File: config.mk
export PLATFORM = sky130hd
export DESIGN_NAME = imp_core
export DESIGN_NICKNAME = d
export VERILOG_FILES = /design/src/hw/imp_pkg.sv /design/src/hw/imp_qphase.sv /design/src/hw/imp_core.sv
export SDC_FILE = /design/constraint.sdc
export NUM_CORES = 1
export LEC_CHECK = 0
export ABC_CLOCK_PERIOD_IN_PS = 2470
export BUFFER_PORTS_ARGS = -buffer_cell sky130_fd_sc_hd__buf_4
export CORE_MARGIN = 2
export CORE_UTILIZATION = 40
export CTS_CLUSTER_SIZE = 30
export DETAILED_ROUTE_END_ITERATION = 12
export PLACE_DENSITY = 0.67
export SYNTH_ARGS = -nofsm -noshare
export SYNTH_HDL_FRONTEND = slang
export SYNTH_SLANG_ARGS = --single-unit
File: constraint.sdc
create_clock -name clk_sys_i -period 2.47 [get_ports clk_sys_i]
set_input_delay 0.741 -clock clk_sys_i [delete_from_list [all_inputs] [get_ports clk_sys_i]]
set_output_delay 0.741 -clock clk_sys_i [all_outputs]
set_load 0.005 [all_outputs]
File: src/hw/imp_pkg.sv
// imp_pkg: constants and types for the indexed move / literal push execution block.
// assumes one core clock in which each instruction cycle is four phases of one clock each.
package imp_pkg;

	// data memory geometry
	localparam int unsigned ADDR_W = 12;
	localparam int unsigned DATA_W = 8;
	localparam int unsigned OFS_W  = 7;

	// instruction encodings, matched under a mask
	localparam logic [15:0] MOVE_MASK = 16'hFF80;
	localparam logic [15:0] MOVE_OP   = 16'hEB80;
	localparam logic [15:0] PUSH_MASK = 16'hFF00;
	localparam logic [15:0] PUSH_OP   = 16'hFA00;

	// window of indirect-addressing registers in the data space
	localparam logic [ADDR_W-1:0] IND_LO = 12'h0FF8;
	localparam logic [ADDR_W-1:0] IND_HI = 12'h0FFF;

	// values after reset
	localparam logic [ADDR_W-1:0] FP_RST   = 12'h0000;
	localparam logic [DATA_W-1:0] ZERO_BYTE = 8'h00;

	// phases per instruction cycle
	localparam int unsigned NUM_PHASES = 4;

	typedef enum logic [1:0] {
		ST_IDLE,
		ST_MV1,
		ST_MV2,
		ST_PUSH
	} imp_state_t;

	// one data memory request
	typedef struct packed {
		logic [ADDR_W-1:0] addr;
		logic [DATA_W-1:0] wdata;
		logic              rd;
		logic              wr;
	} imp_dm_req_t;

endpackage

File: src/hw/imp_qphase.sv
// imp_qphase: four-phase sequencer, one phase per clock, as one-hot enables.
// assumes the core starts in the first phase when reset is released.
`timescale 1ns/1ps

module imp_qphase (
	input  wire logic       clk_sys_i, // core clock
	input  wire logic       reset_n_i, // async reset, active low
	output logic      [3:0] phase_o    // one-hot phase, bit 0 is the first phase
);

	logic [3:0] phase_q;

	// rotate the one-hot phase every clock
	always_ff @(posedge clk_sys_i or negedge reset_n_i) begin
		if (!reset_n_i) begin
			phase_q <= 4'h1;
		end else begin
			phase_q <= {phase_q[2:0], phase_q[3]};
		end
	end

	assign phase_o = phase_q;

endmodule

File: src/hw/imp_core.sv
// imp_core: execution of the indexed move and the literal push, with the frame pointer.
// assumes fetch presents each instruction word in the first phase of its cycle, and the
// second move word in the very next cycle; memory read data is valid in the same clock.
`timescale 1ns/1ps

// Functional notes
// - indexed move copies the source byte to the destination byte
// - each address is frame_pointer_two plus its own 7-bit unsigned offset
// - computed addresses may reach anywhere in the 4096-byte data space
// - a source in the indirect registers reads as zero
// - a destination in the indirect registers makes the move a no-operation
// - literal push stores the literal at frame_pointer_two, then decrements it
module imp_core (
	input  wire logic                             clk_sys_i,     // core clock
	input  wire logic                             reset_n_i,     // async reset, active low
	input  wire logic [15:0]                      instr_i,       // instruction word
	input  wire logic                             instr_valid_i, // word present in phase 1
	input  wire logic                             fp_wr_i,       // load frame pointer
	input  wire logic [imp_pkg::ADDR_W-1:0]       fp_wdata_i,    // frame pointer load value
	input  wire logic [imp_pkg::DATA_W-1:0]       mem_rdata_i,   // data memory read data
	output imp_pkg::imp_dm_req_t                  mem_req_o,     // data memory request
	output logic      [imp_pkg::ADDR_W-1:0]       fp_o,          // frame_pointer_two
	output logic                                  busy_o,        // executing an instruction
	output logic                                  done_o,        // last phase of instruction
	output logic                                  flags_we_o     // status flag write enable
);

	logic [3:0]                     phase;
	imp_pkg::imp_state_t            st_q;
	logic [imp_pkg::OFS_W-1:0]      zs_q;
	logic [imp_pkg::OFS_W-1:0]      zd_q;
	logic [imp_pkg::DATA_W-1:0]     lit_q;
	logic [imp_pkg::DATA_W-1:0]     src_q;
	logic [imp_pkg::ADDR_W-1:0]     fp_q;
	imp_pkg::imp_dm_req_t           req_q;

	wire logic                      q1;
	wire logic                      q3;
	wire logic                      q4;
	wire logic                      idle_w;
	wire logic                      is_move_w;
	wire logic                      is_push_w;
	wire logic                      accept_w;
	wire logic [imp_pkg::OFS_W-1:0] ofs_w;
	wire logic [imp_pkg::ADDR_W-1:0] addr_w;
	wire logic                      addr_ind_w;
	wire logic                      rd_ind_w;

	imp_qphase u_qphase (
		.clk_sys_i (clk_sys_i),
		.reset_n_i (reset_n_i),
		.phase_o   (phase)
	);

	// phase enables and decode
	assign q1        = phase[0];
	assign q3        = phase[2];
	assign q4        = phase[3];
	assign idle_w    = (st_q == imp_pkg::ST_IDLE);
	assign is_move_w = ((instr_i & imp_pkg::MOVE_MASK) == imp_pkg::MOVE_OP);
	assign is_push_w = ((instr_i & imp_pkg::PUSH_MASK) == imp_pkg::PUSH_OP);
	assign accept_w  = q1 && idle_w && instr_valid_i && (is_move_w || is_push_w);

	function automatic logic [imp_pkg::ADDR_W-1:0] ADDR_SUM(
		input logic [imp_pkg::ADDR_W-1:0] base,
		input logic [imp_pkg::OFS_W-1:0]  ofs
	);
		// full-width sum, no clamp, so any byte of the space is reachable
		ADDR_SUM = base + {{(imp_pkg::ADDR_W-imp_pkg::OFS_W){1'b0}}, ofs};
	endfunction

	// address formation: offset zero-extended, sum wraps inside the 12-bit space
	assign ofs_w  = (st_q == imp_pkg::ST_MV1) ? zs_q :
	                (st_q == imp_pkg::ST_MV2) ? zd_q : '0;
	assign addr_w = ADDR_SUM(fp_q, ofs_w);

	// indirect register window check on the address being formed and on the address already issued
	assign addr_ind_w = (addr_w >= imp_pkg::IND_LO) && (addr_w <= imp_pkg::IND_HI);
	assign rd_ind_w   = (req_q.addr >= imp_pkg::IND_LO) && (req_q.addr <= imp_pkg::IND_HI);

	// sequencer: take words in phase 1, step the state in phase 4
	// word two is taken without a valid, so fetch must never stall between the two words
	always_ff @(posedge clk_sys_i or negedge reset_n_i) begin
		if (!reset_n_i) begin
			st_q  <= imp_pkg::ST_IDLE;
			zs_q  <= '0;
			zd_q  <= '0;
			lit_q <= imp_pkg::ZERO_BYTE;
		end else if (q1) begin
			if (accept_w && is_move_w) begin
				zs_q <= instr_i[imp_pkg::OFS_W-1:0];
				st_q <= imp_pkg::ST_MV1;
			end else if (accept_w) begin
				lit_q <= instr_i[imp_pkg::DATA_W-1:0];
				st_q  <= imp_pkg::ST_PUSH;
			end else if (st_q == imp_pkg::ST_MV2) begin
				// second word is always fetched in the next cycle
				zd_q <= instr_i[imp_pkg::OFS_W-1:0];
			end
		end else if (q4) begin
			unique case (st_q)
				imp_pkg::ST_MV1:  st_q <= imp_pkg::ST_MV2;
				imp_pkg::ST_MV2:  st_q <= imp_pkg::ST_IDLE;
				imp_pkg::ST_PUSH: st_q <= imp_pkg::ST_IDLE;
				imp_pkg::ST_IDLE: st_q <= imp_pkg::ST_IDLE;
			endcase
		end
	end

	// memory strobes: address set in phase 3, strobe stands through phase 4
	// memory must answer in that same clock; no wait state can be inserted
	always_ff @(posedge clk_sys_i or negedge reset_n_i) begin
		if (!reset_n_i) begin
			req_q <= '0;
		end else if (q3) begin
			req_q.addr  <= addr_w;
			req_q.rd    <= (st_q == imp_pkg::ST_MV1);
			req_q.wr    <= (st_q == imp_pkg::ST_PUSH) ||
			               ((st_q == imp_pkg::ST_MV2) && !addr_ind_w);
			req_q.wdata <= (st_q == imp_pkg::ST_PUSH) ? lit_q : src_q;
		end else if (q4) begin
			req_q.rd <= 1'b0;
			req_q.wr <= 1'b0;
		end
	end

	// source byte capture; an indirect register never returns live data
	always_ff @(posedge clk_sys_i or negedge reset_n_i) begin
		if (!reset_n_i) begin
			src_q <= imp_pkg::ZERO_BYTE;
		end else if (q4 && req_q.rd) begin
			src_q <= rd_ind_w ? imp_pkg::ZERO_BYTE : mem_rdata_i;
		end
	end

	// frame pointer: push decrement wins over a load in the same clock
	// a load during a move shifts its addresses, so fetch keeps loads to idle cycles
	always_ff @(posedge clk_sys_i or negedge reset_n_i) begin
		if (!reset_n_i) begin
			fp_q <= imp_pkg::FP_RST;
		end else if (q4 && (st_q == imp_pkg::ST_PUSH)) begin
			fp_q <= fp_q - 12'h001;
		end else if (fp_wr_i) begin
			fp_q <= fp_wdata_i;
		end
	end

	assign mem_req_o  = req_q;
	assign fp_o       = fp_q;
	assign busy_o     = !idle_w;
	assign done_o     = q4 && ((st_q == imp_pkg::ST_MV2) || (st_q == imp_pkg::ST_PUSH));
	assign flags_we_o = 1'b0;

	// checks: each watches what this block drives, not its surroundings;
	// excluded destinations are a software duty and have no check here
	a_src_address: assert property (@(posedge clk_sys_i) disable iff (!reset_n_i)
		(req_q.rd) |-> (req_q.addr == ADDR_SUM(fp_q, zs_q)))
		else $error("move source address is not pointer plus source offset");

	a_dst_address: assert property (@(posedge clk_sys_i) disable iff (!reset_n_i)
		(req_q.wr && (st_q == imp_pkg::ST_MV2)) |-> (req_q.addr == ADDR_SUM(fp_q, zd_q)))
		else $error("move destination address is not pointer plus destination offset");

	a_move_copy: assert property (@(posedge clk_sys_i) disable iff (!reset_n_i)
		(q4 && req_q.rd && !rd_ind_w) ##4 (req_q.wr && (st_q == imp_pkg::ST_MV2))
		|-> (req_q.wdata == $past(mem_rdata_i, 4)))
		else $error("move wrote a value other than the source byte");

	a_src_indirect: assert property (@(posedge clk_sys_i) disable iff (!reset_n_i)
		(q4 && req_q.rd && rd_ind_w) |=> (src_q == imp_pkg::ZERO_BYTE))
		else $error("indirect source did not read as zero");

	a_dst_nop: assert property (@(posedge clk_sys_i) disable iff (!reset_n_i)
		(q4 && (st_q == imp_pkg::ST_MV2) && rd_ind_w) |-> !req_q.wr)
		else $error("move wrote to an indirect destination");

	a_push_store: assert property (@(posedge clk_sys_i) disable iff (!reset_n_i)
		(accept_w && is_push_w && !fp_wr_i) |-> ##3 (req_q.wr
		&& req_q.wdata == $past(instr_i[7:0], 3) && req_q.addr == $past(fp_q, 3))
		##1 (fp_q == $past(fp_q, 1) - 12'h001))
		else $error("push did not store the literal then decrement the pointer");

	a_move_length: assert property (@(posedge clk_sys_i) disable iff (!reset_n_i)
		(accept_w && is_move_w) |-> ##3 (req_q.rd && !done_o) ##4 (done_o && busy_o) ##1 !busy_o)
		else $error("move did not take exactly two instruction cycles");

	a_push_length: assert property (@(posedge clk_sys_i) disable iff (!reset_n_i)
		(accept_w && is_push_w) |-> (!done_o [*3] ##1 done_o ##1 !busy_o && !flags_we_o))
		else $error("push did not take exactly one instruction cycle");

	a_read_pulse: assert property (@(posedge clk_sys_i) disable iff (!reset_n_i)
		req_q.rd |=> !req_q.rd)
		else $error("read strobe stood longer than one clock");

	a_write_pulse: assert property (@(posedge clk_sys_i) disable iff (!reset_n_i)
		req_q.wr |=> !req_q.wr)
		else $error("write strobe stood longer than one clock");

	a_push_no_read: assert property (@(posedge clk_sys_i) disable iff (!reset_n_i)
		(st_q == imp_pkg::ST_PUSH) |-> !req_q.rd)
		else $error("push issued a memory read");

	a_move_early_write: assert property (@(posedge clk_sys_i) disable iff (!reset_n_i)
		(st_q == imp_pkg::ST_MV1) |-> !req_q.wr)
		else $error("move wrote during its first cycle");

	a_dst_write: assert property (@(posedge clk_sys_i) disable iff (!reset_n_i)
		(q4 && (st_q == imp_pkg::ST_MV2) && !rd_ind_w) |-> req_q.wr)
		else $error("move skipped the write to an ordinary destination");

	a_second_word: assert property (@(posedge clk_sys_i) disable iff (!reset_n_i)
		(q1 && (st_q == imp_pkg::ST_MV2)) |=> (zd_q == $past(instr_i[imp_pkg::OFS_W-1:0])))
		else $error("destination offset not taken from the second move word");

	a_move_keeps_fp: assert property (@(posedge clk_sys_i) disable iff (!reset_n_i)
		(busy_o && (st_q != imp_pkg::ST_PUSH) && !fp_wr_i) |=> (fp_q == $past(fp_q)))
		else $error("move changed the frame pointer");

	a_busy_accept: assert property (@(posedge clk_sys_i) disable iff (!reset_n_i)
		accept_w |=> busy_o)
		else $error("accepted instruction did not raise busy");

endmodule

* Yosys cells after proc, flatten, opt, wreduce, memory -nomap -nowiden
Cells that the tools add are included.
Word-level totals: bits in registers 70, input port bits 40, output and inout port bits 37, word-level logic and storage cells 62
Cells by class: add/sub/neg operators 2, order comparisons 4, equal/unequal tests 6, mux-type cells 13, bitwise logic cells 2, reduce and logical (&&, ||, !) cells 24
Operator list (count):
- >= comparator 12 bit (second input constant) | 2
- less-or-equal comparator 12 bit (second input constant) | 2
- 2-to-1 mux 12 bit | 2
- 2-to-1 mux 8 bit | 2
- 2-to-1 mux 7 bit | 2
- adder 12 x 7 -> 12 bit | 1
- 2-to-1 mux 2 bit | 6
- subtractor 12 x 1 -> 12 bit (second input constant) | 1
- logical AND 1 bit | 10
- == test 9 bit (second input constant) | 1
- == test 8 bit (second input constant) | 1
- nonzero test 2 bit | 3
- == test 2 bit (second input constant) | 2
- case mux 2 bit (2 select lines) | 1
- AND reduction 2 bit | 2
- AND reduction 4 bit | 1
- logical OR 1 bit | 3
- inequality test 3 bit (second input constant) | 1
- AND reduction 3 bit | 1
- OR reduction 3 bit | 1
- == test 2 x 1 -> 1 bit (second input constant) | 1
- logical NOT 1 bit | 2
- logical NOT 2 bit | 1
- NOT 1 bit | 2

* Logic depth before layout (Yosys ltp)
depth in word-level cells 10, gate-level depth with buffers 12, depth with buffers taken out 10

* Cells and area by module
A second synthesis with hierarchy kept.
Unflattened totals: cell total of the unflattened synthesis 325, area, all modules 3472.1 µm²
By module, submodules not included:
- imp_core | instances 1, cells each 321, area each 3370.7 µm², seq. area each 1651.6 µm²
- imp_qphase | instances 1, cells each 4, area each 101.3 µm², seq. area each 101.3 µm²

* Worst setup path before layout
OpenSTA, ideal clock, no wires.
path type reg2reg, from reg st_q[1], to reg req_q (netlist bit mem_req_o[0]), library setup time 0.142 ns, arrival time 2.395 ns, required time 2.328 ns, path slack -0.066 ns, stages on the path, launching flop included 11, buffers on the path 2, period minus slack after synthesis 2.536 ns, cell sequence dfrtp_1 > buf_2 > nor2b_1 > buf_2 > a22o_1 > ha_1 > or3_1 > o2111a_2 > a2bb2oi_2 > a2111oi_2 > a41oi_1
On the way: word-level cells in the longest chain between the ends 10, elaborated cells on any way between the ends 13, classes of those cells 1 x add/sub; 2 x order compare; 3 x eq/ne; 3 x mux; 4 x reduce/logical
Ends and longest elaborated chain:
- start: declaration | line imp_core.sv:29 | imp_pkg::imp_state_t st_q;
- start signal: assignment | line imp_core.sv:85 | st_q <= imp_pkg::ST_IDLE;
- start signal: assignment | line imp_core.sv:92 | st_q <= imp_pkg::ST_MV1;
- start signal: assignment | line imp_core.sv:95 | st_q <= imp_pkg::ST_PUSH;
- == test 2 bit | line imp_core.sv:74, imp_core.sv:119
- 2-to-1 mux 7 bit | line imp_core.sv:74 | (st_q == imp_pkg::ST_MV2) ? zd_q : '0;
- 2-to-1 mux 7 bit | line imp_core.sv:73 | assign ofs_w = (st_q == imp_pkg::ST_MV1) ? zs_q :
- adder 12 x 7 -> 12 bit | line imp_core.sv:69 | ADDR_SUM = base + {{(imp_pkg::ADDR_W-imp_pkg::OFS_W){1'b0}}, ofs};
- >= comparator 12 bit / less-or-equal comparator 12 bit (equally long branches) | line imp_core.sv:78 | assign addr_ind_w = (addr_w >= imp_pkg::IND_LO) && (addr_w <= imp_pkg::IND_HI);
- logical AND 1 bit | line imp_core.sv:78
- logical NOT 1 bit | line imp_core.sv:119 | ((st_q == imp_pkg::ST_MV2) && !addr_ind_w);
- logical AND 1 bit | line imp_core.sv:119
- logical OR 1 bit (*) | line imp_core.sv:118 | req_q.wr <= (st_q == imp_pkg::ST_PUSH) ||
- 2-to-1 mux 2 bit (*) | line imp_core.sv:115 | end else if (q3) begin
- end: declaration | line imp_core.sv:35 | imp_pkg::imp_dm_req_t req_q;
Every way passes the cells marked *; elsewhere a longest branch is shown, timed or not. A chain may end at the register's enable or synchronous reset.

* Worst setup path after layout
Same ends and word-level chain as after synthesis.

==> metrics.md <==
| Metric | Value |
|---|---|
| Status | `finished with violations` |
| Violated checks | `setup timing` |
| CTS Buf Count | `9` |
| Clk slew on worst S/H paths | `approximately 0.08 ns` |
| Post-route DRC | `0` |
| Unrepaired setup endpoints after global routing | `true` |
| Worst Hold Class | `in -> async` |
| Final nets | `~460` |
| Max-cap violations | `0` |
| # IOs | `77` |
| Root Driver | `clkbuf_8` |
| Final ANT Viol Nets | `0` |
| FFs w/ async S/R, synth | `100%` |
| Tot GR Track Use | `about 18%` |
| Number of port buffers | `75` |
| Initial Utilization | `40.8%` |
| Total power | `2.53 mW` |
| Least-Margin Pin Slew | `0.556 ns` |
| Maximum clock path buffer count | `2` |
| Cell Count, Final, Fillers Out | `526` |
| Post-DP Area | `around 0.0043 mm^2` |
| Mean Syn Cell Area | `around 11 um^2` |
| Pre-antenna DRT Iters | `4` |
| H-tree Lvls | `3` |
| CP Data Arrival Time | `roughly 2.8 ns` |
| R2R Setup Slk | `-0.12 ns` |
| Clock Latency Late Sink | `approximately 0.35 ns` |
| Crit. Startpoint | `st_q[1]` |
| DRT Wirelength | `~8.6 mm` |
| Setup crit end kind | `flop` |
| Initial drt markers | `about 120` |
| Ant. Diodes | `0` |
| Commonest non-fill, non-tap cell in the layout | `buf_4` |
| Warnings, synthesis | `0` |
| Worst setup SP type | `flop` |
| Die ar. | `around 0.0095 mm^2` |
| Cells after Synth | `between 300 and 400` |
| Max Freq | `between 300 and 400 MHz` |
| Syn-to-layout area delta | `35.1%` |
| Seq/Total Area, Yosys | `between 40 and 50%` |
| Dominant synthesized flop cell | `dfrtp_1` |
| Post-route cell area | `about 0.0047 mm^2` |
| WP data required | `roughly 2.7 ns` |
| Clock sinks | `70` |
| Fillers | `760` |
| Share of layout cells above drive strength 1 | `42.6%` |
| GRT Residual Overflow | `0` |
| Die width | `97.7 um` |
| Core area | `0.00859 mm^2` |
| Final core utilization | `between 50% and 60%` |
| Die Ht | `about 98 um` |
| Reg-to-reg endpoint | `mem_req_o[0]` |
| First-pass GRT wire length | `13.9 mm` |
| Synthesized area | `~0.0035 mm^2` |
| WL per Instance | `around 16 um` |
| Rows | `34` |
| Inst Count DP | `~500` |
| Post-route setup slack | `-0.125 ns` |
| Vias in the first global route | `between 2000 and 3000` |
| EDFF count, synth | `0` |
| Cell variety after synth | `58` |
| PwrDens | `533 mW/mm^2` |
| Max VDD drop | `around 0.22 mV` |
| Worst clock skew | `between 0.008 and 0.009 ns` |
| Hold Violations, Final | `0` |
| Initial antenna violation count | `0` |
| Post-synthesis net count | `approximately 360` |
| Vias | `2826` |
| Slew margin rel. | `roughly 63%` |
| R2r startpoint | `st_q[1]` |
| P_leak | `approximately 2.3 nW` |
| WS Path Type | `reg -> reg` |
| R2R depth | `9` |
| Commonest non-fill, non-tap cells in the layout | `buf_4 (100), dfrtp_1 (68), nor2_1 (29), mux2_2 (28), nand2_1 (18)` |
| Post-layout min period | `about 2.6 ns` |
| Post-synthesis register bit count | `70` |
| WHS | `0.354 ns` |
| Vias per Instance | `approximately 5.4` |
| Post-DP HPWL | `around 6.3 mm` |
| Final setup vio count | `1` |
| Critical Path End | `mem_req_o[0]` |
| Largest net degree at the start of global routing | `38` |
| Period Utilization, post-route | `105%` |
| Crit-path max FO | `5` |
| GP Congestion | `approximately 0.85` |
| CTS tree | `done` |
| Slew Viols, Final | `0` |
how the worst min path moves through the flow:
stage                                to  slack, ns  cells past startpoint
finish                          fp_o[0]       0.35                      1
detailed placement  u_qphase.phase_o[2]       0.34                      0
floorplan           u_qphase.phase_o[2]       0.33                      0
global route        u_qphase.phase_o[2]       0.38                      0
CTS                 u_qphase.phase_o[2]       0.36                      0
global placement    u_qphase.phase_o[2]       0.33                      0
power breakdown:
part | switching (mW) | internal, mW | total, mW
logic | 0.220 | 0.231 | 0.451
registers | 0.0504 | 1.17 | 1.22
clock network | 0.458 | 0.396 | 0.855
total | 0.728 | 1.80 | 2.53
flip-flops by register name, summed over array words and instances (netlist names):
register,count
fp_o,12
lit_q,8
mem_req_o,22
src_q,8
st_q,2
u_qphase.phase_o,4
zd_q,7
zs_q,7
kinds of logic (layout without fill, tap and decap cells):
logic type               after synthesis  count (layout)  share of synthesized area [%]
AND/OR/NAND/NOR                       85              86                           12.1
AO/OA/AOI/OAI                         74              74                           16.4
flip-flops                            70              70                           50.0
multiplexers                          41              41                           12.7
buffers and inverters                 23             128                           2.89
adder cells (fa/ha/maj)               10              10                           3.78
XOR/XNOR                               8               8                           2.00
other                                  1               1                          0.107
repair_timing:
action | in CTS | in global routing
hold buffers | 0 | 0
gates resized for setup | 11 | 14
pin swaps | 8 | 9
gates cloned | 0 | 1
setup buffers | 6 | 5
endpoints found under the setup margin | 7 | 6
critical path: stages (launching register included):
cell and delay (ns):
dfrtp_2 0.45, nor2b_4 0.16, buf_12 0.13, a22o_1 0.23
ha_4 0.22, or3_4 0.38, o2111a_2 0.16, a2bb2oi_4 0.16
a2111oi_4 0.41, a41oi_2 0.15
metal layers:
layer	vias to the layer above	global-route usage, %	wire [um]
met5	-	0	0
met1	1387	24.8	3850
li1	1345	-	-
met4	0	7.05	165
met2	81	28.8	4170
met3	13	3.53	421
area by class of cell:
class | instances | area [um^2] | share of cell area, %
Clock buffer | 10 | 138 | 2.90
Clock inverter | 6 | 45.0 | 0.950
Inverter | 10 | 37.5 | 0.792
Multi-Input combinational cell | 220 | 1840 | 38.8
Sequential cell | 70 | 1750 | 37.0
Tap cell | 108 | 135 | 2.85
Timing Repair Buffer | 102 | 791 | 16.7
cell usage after synthesis, types with 5 or more instances:
| library cell | count | area (um^2) |
|---|---|---|
| dfrtp_1 | 69 | 1730 |
| nor2_1 | 29 | 109 |
| mux2_2 | 28 | 315 |
| a21oi_1 | 19 | 95.1 |
| nand2_1 | 18 | 67.6 |
| a22o_1 | 16 | 140 |
| mux2i_1 | 13 | 130 |
| inv_1 | 10 | 37.5 |
| ha_1 | 9 | 113 |
| o21ai_0 | 8 | 40.0 |
| clkbuf_1 | 7 | 26.3 |
| nor3_1 | 6 | 30.0 |
| nor2b_1 | 5 | 31.3 |
metrics by stage:
step / worst slack, ns / TNS (ns)
finish: -0.125 / -0.125
global placement: -0.152 / -0.531
floorplan: 0.00568 / 0
CTS: 0.00518 / 0
detailed placement: -0.262 / -0.978
global route: -0.220 / -0.336
No activity file was read; power rests on OpenSTA's default activity.
